===== src/core/drive_ctl_pkg.sv =====
// constants for the drive power state control word block
// Summary of operation
// - last error code is a read-only 16-bit value, visible on the register port.
// - error code equals low 16 bits of newest error history entry.
// - serial number and device id strings are read-only, not process-mappable.
// - command bit 0 requests switched-on state.
// - command bit 1 requests voltage enable.
// - command bit 2 low forces quick stop; hold high for normal run.
// - command bit 3 requests operation enabled.
// - command bit 7 clears a fault if clearable, else fault persists.
// - command bit 8 halts motion only in the five listed operating modes.
// - command bits 4 to 6 and 9 are decoded per operating mode.
// - status bit 0 set while ready to switch on.
// - status bit 1 set while switched on.
// - status bit 2 set while operation enabled.
// - status bit 5 reads zero while in quick stop.
// - status bit 6 set while switch-on disabled.
// - status bit 8 shows fieldbus synchronisation.
// - status bit 9 always reads one; the code holds it at zero from reset until the first enabled clock.
// - status bit 15 set once auto setup succeeded and index pulse seen.
// - not-ready is x0xx 0000, switch-on disabled x1xx 0000.
// - ready x01x 0001, switched on x01x 0011, enabled x01x 0111.
// - quick stop x00x 0111, fault reaction x0xx 1111, fault x0xx 1000.
// - target speed signed 16-bit writable, preset 00c8.
// - command word writable 16-bit, preset zero.
// - target speed below minimum is clamped, status bit 11 set.
package drive_ctl_pkg;
    localparam logic [15:0] last_error_code_off = 16'h603f;
    localparam logic [15:0] command_word_off    = 16'h6040;
    localparam logic [15:0] state_word_off      = 16'h6041;
    localparam logic [15:0] target_speed_off    = 16'h6042;
    localparam logic [15:0] command_word_rst    = 16'h0000;
    localparam logic [15:0] target_speed_rst    = 16'h00c8;
    localparam logic [15:0] last_error_rst      = 16'h0000;
    // command word bit positions
    localparam int cw_switch_on  = 0;
    localparam int cw_energize   = 1;
    localparam int cw_fast_halt  = 2;
    localparam int cw_run_enable = 3;
    localparam int cw_clear_fault = 7;
    localparam int cw_halt       = 8;
    // status word bit positions
    localparam int sw_ready      = 0;
    localparam int sw_switched   = 1;
    localparam int sw_running    = 2;
    localparam int sw_fault      = 3;
    localparam int sw_power      = 4;
    localparam int sw_fast_halt  = 5;
    localparam int sw_inhibit    = 6;
    localparam int sw_warn       = 7;
    localparam int sw_sync       = 8;
    localparam int sw_host       = 9;
    localparam int sw_goal       = 10;
    localparam int sw_limit      = 11;
    localparam int sw_loop_ok    = 15;
    // operating mode codes that honour halt
    localparam logic [7:0] mode_profile_pos = 8'h01;
    localparam logic [7:0] mode_velocity    = 8'h02;
    localparam logic [7:0] mode_profile_vel = 8'h03;
    localparam logic [7:0] mode_profile_trq = 8'h04;
    localparam logic [7:0] mode_interp_pos  = 8'h07;
    typedef enum logic [2:0] {
        st_not_ready, st_inhibited, st_ready, st_switched,
        st_running, st_fast_halt, st_fault_react, st_fault
    } power_state_t;
endpackage


===== src/core/drive_ctl.sv =====
// power state machine with command, status, error and target speed words
`timescale 1ns/100ps
`default_nettype none
module drive_ctl (
    input  wire logic        clk,
    input  wire logic        rst_n,
    input  wire logic        clk_en,
    input  wire logic        reg_wr,
    input  wire logic [15:0] reg_addr,
    input  wire logic [15:0] reg_wdata,
    output logic      [15:0] reg_rdata,
    input  wire logic [31:0] error_newest,
    input  wire logic        fault_in,
    input  wire logic        fault_clearable,
    input  wire logic        fault_react_done,
    input  wire logic        init_done,
    input  wire logic        bus_sync,
    input  wire logic        setup_ok,
    input  wire logic        index_seen,
    input  wire logic        goal_reached_flag,
    input  wire logic        warn_in,
    input  wire logic [7:0]  op_mode,
    input  wire logic [1:0]  mode_status_bits,
    input  wire logic [15:0] speed_min,
    output logic      [15:0] last_error_code,
    output logic      [15:0] command_word,
    output logic      [15:0] state_word,
    output logic      [15:0] speed_demand,
    output logic      [3:0]  mode_specific_bits,
    output logic             halt_active,
    output logic             power_applied_flag,
    output logic             run_enable_out
);
    // reset release through two flops
    logic rst_meta, rst_sync_n;
    always_ff @(posedge clk or negedge rst_n) begin
        if (!rst_n) begin
            rst_meta   <= 1'b0;
            rst_sync_n <= 1'b0;
        end else begin
            rst_meta   <= 1'b1;
            rst_sync_n <= rst_meta;
        end
    end

    // pin inputs through two flops each; the first stage feeds only the second
    localparam int npin = 9;
    wire  [npin-1:0] pin_raw = {fault_in, fault_clearable, fault_react_done, init_done,
                                bus_sync, setup_ok, index_seen, goal_reached_flag, warn_in};
    logic [npin-1:0] pin_meta, pin_s;
    always_ff @(posedge clk or negedge rst_sync_n) begin
        if (!rst_sync_n) begin
            pin_meta <= '0;
            pin_s    <= '0;
        end else if (clk_en) begin
            pin_meta <= pin_raw;
            pin_s    <= pin_meta;
        end
    end
    wire fault_s     = pin_s[8];
    wire clearable_s = pin_s[7];
    wire react_done  = pin_s[6];
    wire init_s      = pin_s[5];
    wire sync_s      = pin_s[4];
    wire setup_s     = pin_s[3];
    wire index_s     = pin_s[2];
    wire goal_s      = pin_s[1];
    wire warn_s      = pin_s[0];

    // register writes; read-only words ignore writes
    logic [15:0] command_word_reg, target_speed_reg;
    wire wr_cmd = reg_wr && (reg_addr == drive_ctl_pkg::command_word_off);
    wire wr_spd = reg_wr && (reg_addr == drive_ctl_pkg::target_speed_off);
    always_ff @(posedge clk or negedge rst_sync_n) begin
        if (!rst_sync_n) begin
            command_word_reg <= drive_ctl_pkg::command_word_rst;
            target_speed_reg <= drive_ctl_pkg::target_speed_rst;
        end else if (clk_en) begin
            if (wr_cmd) begin
                command_word_reg <= reg_wdata;
            end
            if (wr_spd) begin
                target_speed_reg <= reg_wdata;
            end
        end
    end

    // error code mirrors the low half of the newest history entry
    logic [15:0] last_error_reg;
    always_ff @(posedge clk or negedge rst_sync_n) begin
        if (!rst_sync_n) begin
            last_error_reg <= drive_ctl_pkg::last_error_rst;
        end else if (clk_en) begin
            last_error_reg <= error_newest[15:0];
        end
    end

    // command decode
    wire switch_on_bit   = command_word_reg[drive_ctl_pkg::cw_switch_on];
    wire energize_bit    = command_word_reg[drive_ctl_pkg::cw_energize];
    wire fast_halt_n     = command_word_reg[drive_ctl_pkg::cw_fast_halt];
    wire run_enable_bit  = command_word_reg[drive_ctl_pkg::cw_run_enable];
    wire clear_fault_bit = command_word_reg[drive_ctl_pkg::cw_clear_fault];
    wire halt_bit        = command_word_reg[drive_ctl_pkg::cw_halt];
    // clear is an edge so a held bit cannot loop fault -> inhibited -> fault
    logic clear_prev_reg;
    wire  clear_rise = clear_fault_bit && !clear_prev_reg;

    // power state machine
    drive_ctl_pkg::power_state_t state_reg, state_next;
    always_comb begin
        state_next = state_reg;
        unique case (state_reg)
            drive_ctl_pkg::st_not_ready: begin
                if (init_s) state_next = drive_ctl_pkg::st_inhibited;
            end
            drive_ctl_pkg::st_inhibited: begin
                if (energize_bit && fast_halt_n && !switch_on_bit)
                    state_next = drive_ctl_pkg::st_ready;
            end
            drive_ctl_pkg::st_ready: begin
                if (!energize_bit || !fast_halt_n) state_next = drive_ctl_pkg::st_inhibited;
                else if (switch_on_bit) state_next = drive_ctl_pkg::st_switched;
            end
            drive_ctl_pkg::st_switched: begin
                if (!energize_bit || !fast_halt_n) state_next = drive_ctl_pkg::st_inhibited;
                else if (!switch_on_bit) state_next = drive_ctl_pkg::st_ready;
                else if (run_enable_bit) state_next = drive_ctl_pkg::st_running;
            end
            drive_ctl_pkg::st_running: begin
                if (!energize_bit) state_next = drive_ctl_pkg::st_inhibited;
                else if (!fast_halt_n) state_next = drive_ctl_pkg::st_fast_halt;
                else if (!switch_on_bit) state_next = drive_ctl_pkg::st_ready;
                else if (!run_enable_bit) state_next = drive_ctl_pkg::st_switched;
            end
            drive_ctl_pkg::st_fast_halt: begin
                // leaves only when power is dropped or a new fault arrives; stop ramp is outside this block
                if (!energize_bit) state_next = drive_ctl_pkg::st_inhibited;
            end
            drive_ctl_pkg::st_fault_react: begin
                if (react_done) state_next = drive_ctl_pkg::st_fault;
            end
            drive_ctl_pkg::st_fault: begin
                if (clear_rise && clearable_s && !fault_s)
                    state_next = drive_ctl_pkg::st_inhibited;
            end
        endcase
        // a new fault overrides any non-fault state
        if (fault_s && state_reg != drive_ctl_pkg::st_fault
                    && state_reg != drive_ctl_pkg::st_fault_react)
            state_next = drive_ctl_pkg::st_fault_react;
    end
    always_ff @(posedge clk or negedge rst_sync_n) begin
        if (!rst_sync_n) begin
            state_reg      <= drive_ctl_pkg::st_not_ready;
            clear_prev_reg <= 1'b0;
        end else if (clk_en) begin
            state_reg      <= state_next;
            clear_prev_reg <= clear_fault_bit;
        end
    end

    // halt honoured only in the listed modes
    wire halt_mode = (op_mode == drive_ctl_pkg::mode_profile_pos)
                  || (op_mode == drive_ctl_pkg::mode_velocity)
                  || (op_mode == drive_ctl_pkg::mode_profile_vel)
                  || (op_mode == drive_ctl_pkg::mode_profile_trq)
                  || (op_mode == drive_ctl_pkg::mode_interp_pos);
    wire halt_next = halt_bit && halt_mode;

    // speed clamp against the configured minimum
    wire signed [15:0] tgt = target_speed_reg;
    wire signed [15:0] vmin = speed_min;
    wire below_min = tgt < vmin;
    wire [15:0] speed_next = below_min ? speed_min : target_speed_reg;

    // status pattern per state
    logic [6:0] state_bits;
    always_comb begin
        state_bits = 7'h00;
        unique case (state_reg)
            drive_ctl_pkg::st_not_ready:   state_bits = 7'b0000000;
            drive_ctl_pkg::st_inhibited:   state_bits = 7'b1000000;
            drive_ctl_pkg::st_ready:       state_bits = 7'b0110001;
            drive_ctl_pkg::st_switched:    state_bits = 7'b0110011;
            drive_ctl_pkg::st_running:     state_bits = 7'b0110111;
            drive_ctl_pkg::st_fast_halt:   state_bits = 7'b0000111;
            drive_ctl_pkg::st_fault_react: state_bits = 7'b0001111;
            drive_ctl_pkg::st_fault:       state_bits = 7'b0001000;
        endcase
    end
    logic [15:0] status_next;
    always_comb begin
        status_next = 16'h0000;
        status_next[6:0] = state_bits;
        status_next[drive_ctl_pkg::sw_warn]    = warn_s;
        status_next[drive_ctl_pkg::sw_sync]    = sync_s;
        status_next[drive_ctl_pkg::sw_host]    = 1'b1;
        status_next[drive_ctl_pkg::sw_goal]    = goal_s;
        status_next[drive_ctl_pkg::sw_limit]   = below_min;
        status_next[13:12]                     = mode_status_bits;
        status_next[drive_ctl_pkg::sw_loop_ok] = setup_s && index_s;
    end

    // registered outputs
    logic [15:0] status_reg, speed_reg;
    logic [3:0]  mode_bits_reg;
    logic        halt_reg;
    always_ff @(posedge clk or negedge rst_sync_n) begin
        if (!rst_sync_n) begin
            status_reg    <= 16'h0000;
            speed_reg     <= 16'h0000;
            mode_bits_reg <= 4'h0;
            halt_reg      <= 1'b0;
        end else if (clk_en) begin
            status_reg    <= status_next;
            speed_reg     <= speed_next;
            mode_bits_reg <= {command_word_reg[9], command_word_reg[6:4]};
            halt_reg      <= halt_next;
        end
    end

    // read mux; serial and id strings have no width yet, so they stay off this port
    // and off process data, which also keeps them read-only by construction
    wire sel_err = reg_addr == drive_ctl_pkg::last_error_code_off;
    wire sel_cmd = reg_addr == drive_ctl_pkg::command_word_off;
    wire sel_sts = reg_addr == drive_ctl_pkg::state_word_off;
    wire sel_spd = reg_addr == drive_ctl_pkg::target_speed_off;
    assign reg_rdata = sel_err ? last_error_reg :
                       sel_cmd ? command_word_reg :
                       sel_sts ? status_reg :
                       sel_spd ? target_speed_reg : 16'h0000;

    assign last_error_code    = last_error_reg;
    assign command_word       = command_word_reg;
    assign state_word         = status_reg;
    assign speed_demand       = speed_reg;
    assign mode_specific_bits = mode_bits_reg;
    assign halt_active        = halt_reg;
    assign power_applied_flag = status_reg[drive_ctl_pkg::sw_power];
    assign run_enable_out     = status_reg[drive_ctl_pkg::sw_running];
endmodule
`default_nettype wire


===== config.mk =====
export PLATFORM = sky130hd
export DESIGN_NAME = drive_ctl
export DESIGN_NICKNAME = d
export VERILOG_FILES = /design/src/core/drive_ctl_pkg.sv /design/src/core/drive_ctl.sv
export SDC_FILE = /design/constraint.sdc
export NUM_CORES = 1
export LEC_CHECK = 0
export BUFFER_PORTS_ARGS = -buffer_cell sky130_fd_sc_hd__buf_2
export CAP_MARGIN = 20
export CORE_MARGIN = 2
export CORE_UTILIZATION = 55
export DETAILED_ROUTE_END_ITERATION = 12
export GPL_TIMING_DRIVEN = 0
export PLACE_DENSITY = 0.89
export RECOVER_POWER = 50
export REMOVE_ABC_BUFFERS = 1
export SYNTH_ARGS = -nofsm -noshare
export SYNTH_HDL_FRONTEND = slang
export SYNTH_SLANG_ARGS = --single-unit

===== constraint.sdc =====
create_clock -name clk -period 4.6 [get_ports clk]
set_input_delay 0.23 -clock clk [delete_from_list [all_inputs] [get_ports clk]]
set_output_delay 0.23 -clock clk [all_outputs]
set_load 0.01 [all_outputs]

==> results.ini, run 1 <==
[pwr]
combPwrFrac = 0.215
seq_power_share = 0.516
switchingPower_mw = 0.709
power_density_nw_per_um2 = 316
clkPwrFrac = 0.269
intPower_mw = 1.51
switching_share = 0.320
p_leak_nw = 3.34
vdd.ir_drop.worst_v = 0.000287

[setup_path]
r2r_cells = 9
cp.required_ps = 4870
rr_startpoint = target_speed_reg[15]$_DFFE_PN0P_
timing.rr.end = state_word[11]$_DFFE_PN0P_
worst_ep_arrival_time_ps = 3570
crit_family = buffers and inverters
path_max_fanout = 60
startpoint_type = primary input
end_kind = flop
r2r_slack_ps = 1400
critPathBufInv = 1
slowest_stage = clkbuf_1
crit_type = in -> reg
max_stage_delay_ps = 1810
cp_cell_sequence = clkbuf_1 -> and3_1 -> mux2_2

[yosys]
synthSimpleGateAreaFrac = 0.186
synth_common_cells = dfrtp_1, mux2_2, a21oi_1
synth.avg_cell_area_um2 = 10.6
synth-xor-area-share = 0.00297
yosys_warnings = 0
syn_inst = 557
synthMuxAreaShare = 0.160
synth_top_area_share = 0.441
synth.distinct_cells = 51
yosysMostFrequentCell = dfrtp_1
synth_edf_count = 0
async_flop_share = 1.00
ys_seq_area_frac = 0.454
synth_top_family_by_area = simple AND/OR/NAND/NOR gates
synthTopCellsByArea = dfrtp_1, mux2_2, nand4b_1
synthFlopType = dfrtp_1
synth_compound_area_frac = 0.0977
yosys.area.top_type = dfrtp_1
synth.cell_area_um2 = 5900
synth_fa_ha_area_frac = 0.0382
ys_ff_latch = 107

[place]
io_buffers = 172
place_congestion = 0.766
dp_worst_setup_slack_ps = 1210
dp_hpwl_mm = 10.6

[worst_hold_path]
hp-class = in -> reg
whs_path_depth = 3
whs_endpoint = last_error_code[2]$_DFFE_PN0P_
holdCritStartpoint = error_newest[2]

[timing]
max_freq_mhz = 303
hold_ws_ps = 51.5
drv_slew = 120
timing.slew.headroom = -0.744
fin_ws_ps = 1300
final.setup_skew_ps = 14.1
worst_pin_slew_ps = 2620
fin_crit_sh = 0.717
hold_viol = 0
fin_crit_ps = 3300
rsz0062_at_grt = no
setup_viol = 0

[run_status]
failed_checks = max-capacitance violations, max-slew violations
run_status = finished with violations

[finish]
fin_util = 0.677
syn_to_final_growth_pct = 18.8
multi_input_area_um2 = 2880
antenna_cells = 0
n_fill_cell = 812
area.sequential_um2 = 2680
drive_gt1_frac = 0.304
nets = 824

[flow_run]
maxCapViolCount = 2

[floorplanning]
initial_core_util = 0.569
core_area_um2 = 10400
dieArea_um2 = 11600
fp.dieH_um = 108
die_w_um = 108
rows = 37
io-pin-count = 190

[route]
ant_nets = 0
drcViolationCount = 0
drt-total-wl_mm = 15.0
vias = 4998
wl_per_cell_um = 17.8
drt_pass1_iterations = 5
drtIter0Drc = 308
vias_per_cell = 5.92

[grt]
antenna_found_initial = 0
grt_pass1_wl_mm = 23.5
first_global_vias = 4873
grt_start_max_net_pins = 94
grt_remaining_overflow = 0
grt_use_total = 0.259

[clock_tree]
cts_hold_buffers = 1
cts-root-buf = clkbuf_8
clock_latency_ps = 380
post_cts_resized = 0
numCtsBuffers = 9
clk_pin_slew_ps = 110
clockBufferDepth = 2
cts_tree = done
postCtsSetupRepairBufs = 0
clock_sinks = 107
htree_levels = 3

==> stage by stage <==
step | power (mW) | instances | instance area, µm² | setup TNS, ps
3_3_place_gp | 1.60 | 819 | 6730 | -10300
5_1_grt | 2.32 | 844 | 7020 | 0
6_report | 2.21 | 844 | 7020 | 0
3_5_place_dp | 1.64 | 826 | 6880 | 0
2_1_floorplan | 1.41 | 511 | 5690 | 0
4_1_cts | 2.23 | 843 | 7090 | 0
==> final cells by class <==
cell class | instances | area share
multi-input combinational | 365 | 0.411
sequential | 107 | 0.382
timing repair buffer | 181 | 0.134
tap | 136 | 0.0243
inverter | 39 | 0.0209
clock buffer | 9 | 0.0177
clock inverter | 7 | 0.0107
==> cells by family (layout without fill, tap and decap cells) <==
| group | Yosys count | count (layout) |
|---|---|---|
| buffers and inverters | 85 | 236 |
| AND/OR/NAND/NOR | 162 | 162 |
| flip-flops | 107 | 107 |
| multiplexers | 84 | 84 |
| adder cells (fa/ha/maj) | 18 | 18 |
| AO/OA/AOI/OAI | 97 | 97 |
| other | 2 | 2 |
| XOR/XNOR | 2 | 2 |
==> placed cells by master (no fill, tap or decap), types with 9 or more instances in the layout <==
cell type / netlist / layout
nor2_1: 10 / 10
a221oi_1: 13 / 13
nand3_1: 22 / 22
a21oi_1: 44 / 44
clkbuf_8: 0 / 9
ha_1: 18 / 18
inv_1: 39 / 39
nand2b_1: 16 / 16
buf_2: 5 / 109
nand3b_1: 19 / 19
mux2_1: 10 / 10
clkbuf_1: 31 / 63
mux2_2: 71 / 71
o21ai_0: 26 / 26
dfrtp_1: 104 / 104
nand2_1: 24 / 24
nand4b_1: 31 / 31
nand4_1: 19 / 19
==> worst max path at each step <==
stage          slack, ps                             start  depth (start not counted)                         endpoint
2_1_floorplan        440  target_speed_reg[15]$_DFFE_PN0P_                          7       state_word[11]$_DFFE_PN0P_
3_3_place_gp        -760  target_speed_reg[15]$_DFFE_PN0P_                          7     speed_demand[15]$_DFFE_PN0P_
3_5_place_dp        1210                       reg_addr[7]                          6  target_speed_reg[1]$_DFFE_PN0P_
4_1_cts             1420  target_speed_reg[15]$_DFFE_PN0P_                          9       state_word[11]$_DFFE_PN0P_
5_1_grt             1100                            clk_en                          3  target_speed_reg[1]$_DFFE_PN0P_
6_report            1300                            clk_en                          3  target_speed_reg[1]$_DFFE_PN0P_
==> power groups by stage <==
stage | clock, mW | sequential [mW] | combinational (mW)
CTS | 0.608 | 1.14 | 0.485
global placement | 0 | 1.16 | 0.440
floorplan | 0 | 1.17 | 0.240
global route | 0.646 | 1.16 | 0.520
finish | 0.596 | 1.14 | 0.475
detailed placement | 0 | 1.16 | 0.482
==> worst min-delay path, stage by stage <==
cell and delay (ps):
buf_2 70, nand2_1 40, o21ai_0 60
==> layer usage <==
layer | routed length, µm | track usage | share of wire
met5 | 0 | 0 | 0
met4 | 395 | 0.101 | 0.026
met3 | 919 | 0.0472 | 0.061
met2 | 7710 | 0.460 | 0.51
met1 | 6010 | 0.309 | 0.40
Power figures use the tool's default switching activity.
==> run 2: changes to the inputs <==
--- a/config.mk
+++ b/config.mk
@@ -8,10 +8,10 @@
 export BUFFER_PORTS_ARGS = -buffer_cell sky130_fd_sc_hd__buf_2
 export CAP_MARGIN = 20
 export CORE_MARGIN = 2
-export CORE_UTILIZATION = 55
+export CORE_UTILIZATION = 52
 export DETAILED_ROUTE_END_ITERATION = 12
 export GPL_TIMING_DRIVEN = 0
-export PLACE_DENSITY = 0.89
+export PLACE_DENSITY = 0.84
 export RECOVER_POWER = 50
 export REMOVE_ABC_BUFFERS = 1
 export SYNTH_ARGS = -nofsm -noshare
==> constraint.sdc (replaced) <==
create_clock -name clk -period 3.3 [get_ports clk]
set_input_delay 0.165 -clock clk [delete_from_list [all_inputs] [get_ports clk]]
set_output_delay 0.165 -clock clk [all_outputs]
set_load 0.01 [all_outputs]
==> run 2 against run 1 <==
The flow still finishes with violations (max-capacitance violations, max-slew violations). Sequential power increased by 39%. Core utilization shrank 2.8 points. Non-clock buffer count is 1 lower. Via count shrank 1.6%. Routed wire length shrank 2.3%. Clock power is 78% higher. Combinational power up 38%. Die area increased by 5.5%. Critical path depth rose by 5.
==> results.ini, run 2 (synthesis results as in run 1) <==
[setup_path]
max_stage_delay_ps = 580
timing.rr.end = state_word[11]$_DFFE_PN0P_
startpoint_type = flop
r2r_cells = 8
worst_ep_arrival_time_ps = 3180
critPathBufInv = 2
cp_cell_sequence = ha_1 -> a2111oi_0 -> nor4b_1 -> nor4_4 -> buf_6 -> buf_6 -> xnor2_1 -> mux2_2
cp.required_ps = 3520
r2r_slack_ps = 340
path_max_fanout = 22
path_common_cell = buf_6
crit_family = simple AND/OR/NAND/NOR gates
crit_type = reg -> reg
end_kind = flop
rr_startpoint = target_speed_reg[1]$_DFFE_PN0P_
slowest_stage = nor4_4

[pwr]
seq_power_share = 0.481
switchingPower_mw = 0.980
clkPwrFrac = 0.321
combPwrFrac = 0.198
intPower_mw = 2.33
power_density_nw_per_um2 = 466
switching_share = 0.296
vdd.ir_drop.worst_v = 0.000440
p_leak_nw = 3.34
p_total_mw = 3.31

[finish]
multi_input_area_um2 = 2890
layout_commonest_cell = dfrtp_1
antenna_cells = 0
nets = 823
n_fill_cell = 922
syn_to_final_growth_pct = 20.2
area.sequential_um2 = 2680
fin_cells = 847
fin_area_um2 = 7100
layout_common_cells = dfrtp_1, buf_2, mux2_2, clkbuf_1, a21oi_1
drive_gt1_frac = 0.293

[route]
wl_per_cell_um = 17.3
vias = 4919
drt_pass1_iterations = 5
vias_per_cell = 5.81
drcViolationCount = 0
drt-total-wl_mm = 14.7
ant_nets = 0
drtIter0Drc = 328

[floorplanning]
fp.dieH_um = 111
die_w_um = 111
io-pin-count = 190
rows = 38
core_area_um2 = 10900
initial_core_util = 0.540
dieArea_um2 = 12200

[place]
io_buffers = 172
place_congestion = 0.778
dp_cells = 830
dp_hpwl_mm = 10.6
placed_area_um2 = 6870
dp_worst_setup_slack_ps = -83.0

[timing]
final.setup_skew_ps = 8.69
fin_crit_sh = 0.898
setup_viol = 0
timing.slew.headroom = -0.466
hold_viol = 0
fin_ws_ps = 336
rsz0062_at_grt = no
fin_crit_ps = 2960
drv_slew = 53
worst_pin_slew_ps = 2200
max_freq_mhz = 337

[clock_tree]
clock_latency_ps = 340
cts-root-buf = clkbuf_16
clockBufferDepth = 2
numCtsBuffers = 9
clock_sinks = 107
clk_pin_slew_ps = 70
cts_tree = done
htree_levels = 3

[worst_hold_path]
whs_endpoint = last_error_code[3]$_DFFE_PN0P_
hp-class = in -> reg
whs_path_depth = 3
holdCritStartpoint = error_newest[3]

[grt]
grt_start_max_net_pins = 82
grt_remaining_overflow = 0
grt_use_total = 0.245
grt_pass1_wl_mm = 24.6
first_global_vias = 4934
antenna_found_initial = 0

[flow_run]
maxCapViolCount = 1

[run_status]
run_status = finished with violations
failed_checks = max-capacitance violations, max-slew violations

==> run 2: how the worst max path moves through the flow <==
| stage | endpoint | cells past startpoint | from |
|---|---|---|---|
| final | state_word[11]$_DFFE_PN0P_ | 8 | target_speed_reg[1]$_DFFE_PN0P_ |
| after global routing | state_word[11]$_DFFE_PN0P_ | 8 | target_speed_reg[1]$_DFFE_PN0P_ |
| after CTS | state_word[11]$_DFFE_PN0P_ | 9 | target_speed_reg[15]$_DFFE_PN0P_ |
| after detailed placement | state_word[11]$_DFFE_PN0P_ | 9 | target_speed_reg[15]$_DFFE_PN0P_ |
| after global placement | speed_demand[15]$_DFFE_PN0P_ | 7 | target_speed_reg[15]$_DFFE_PN0P_ |
| after floorplan | state_word[11]$_DFFE_PN0P_ | 7 | target_speed_reg[15]$_DFFE_PN0P_ |
==> run 2: per-stage QoR <==
step                      setup TNS [ps]   util  hold WS, ps
final                                  0  0.649         25.5
after global routing                   0  0.649         44.2
after CTS                              0  0.657         19.4
after detailed placement           -83.0  0.629        -42.5
after global placement           -156940  0.615        -47.9
after floorplan                   -13120      -         -131
==> run 2: power by group through the flow <==
stage | registers, mW | logic [mW] | clock network (mW)
finish | 1.59 | 0.655 | 1.06
global placement | 1.61 | 0.618 | 0
floorplan | 1.63 | 0.334 | 0
global route | 1.62 | 0.733 | 1.14
detailed placement | 1.61 | 0.674 | 0
CTS | 1.59 | 0.678 | 1.09
==> run 2: layout make-up <==
cell class | instances | area share
clock buffers | 10 | 0.0323
well taps | 140 | 0.0247
inverters | 39 | 0.0206
multi-input cells | 365 | 0.408
repair buffers | 180 | 0.128
flip-flops and latches | 107 | 0.378
clock inverters | 6 | 0.00899
==> run 2: worst min-delay path, delay by kind of cell <==
family / cells / cell delay [ps]
buffers and inverters: 1 / 80
and+or+nand+nor: 1 / 40
AOI/OAI and AO/OA: 1 / 60
==> run 2: metal layers <==
layer	GRT usage	wire length, µm
met5	0	0
met4	0.0700	274
met1	0.314	6240
met3	0.0582	936
met2	0.417	7230
==> run 2: repair_timing <==
item | 4_1_cts | 5_1_grt
pin swaps | 0 | 0
hold endpoints to repair | 2 | 0
gates resized for setup | 1 | 1
hold buffers | 1 | 0
endpoints found under the setup margin | 1 | 1
gates cloned | 0 | 0
setup buffers | 0 | 0
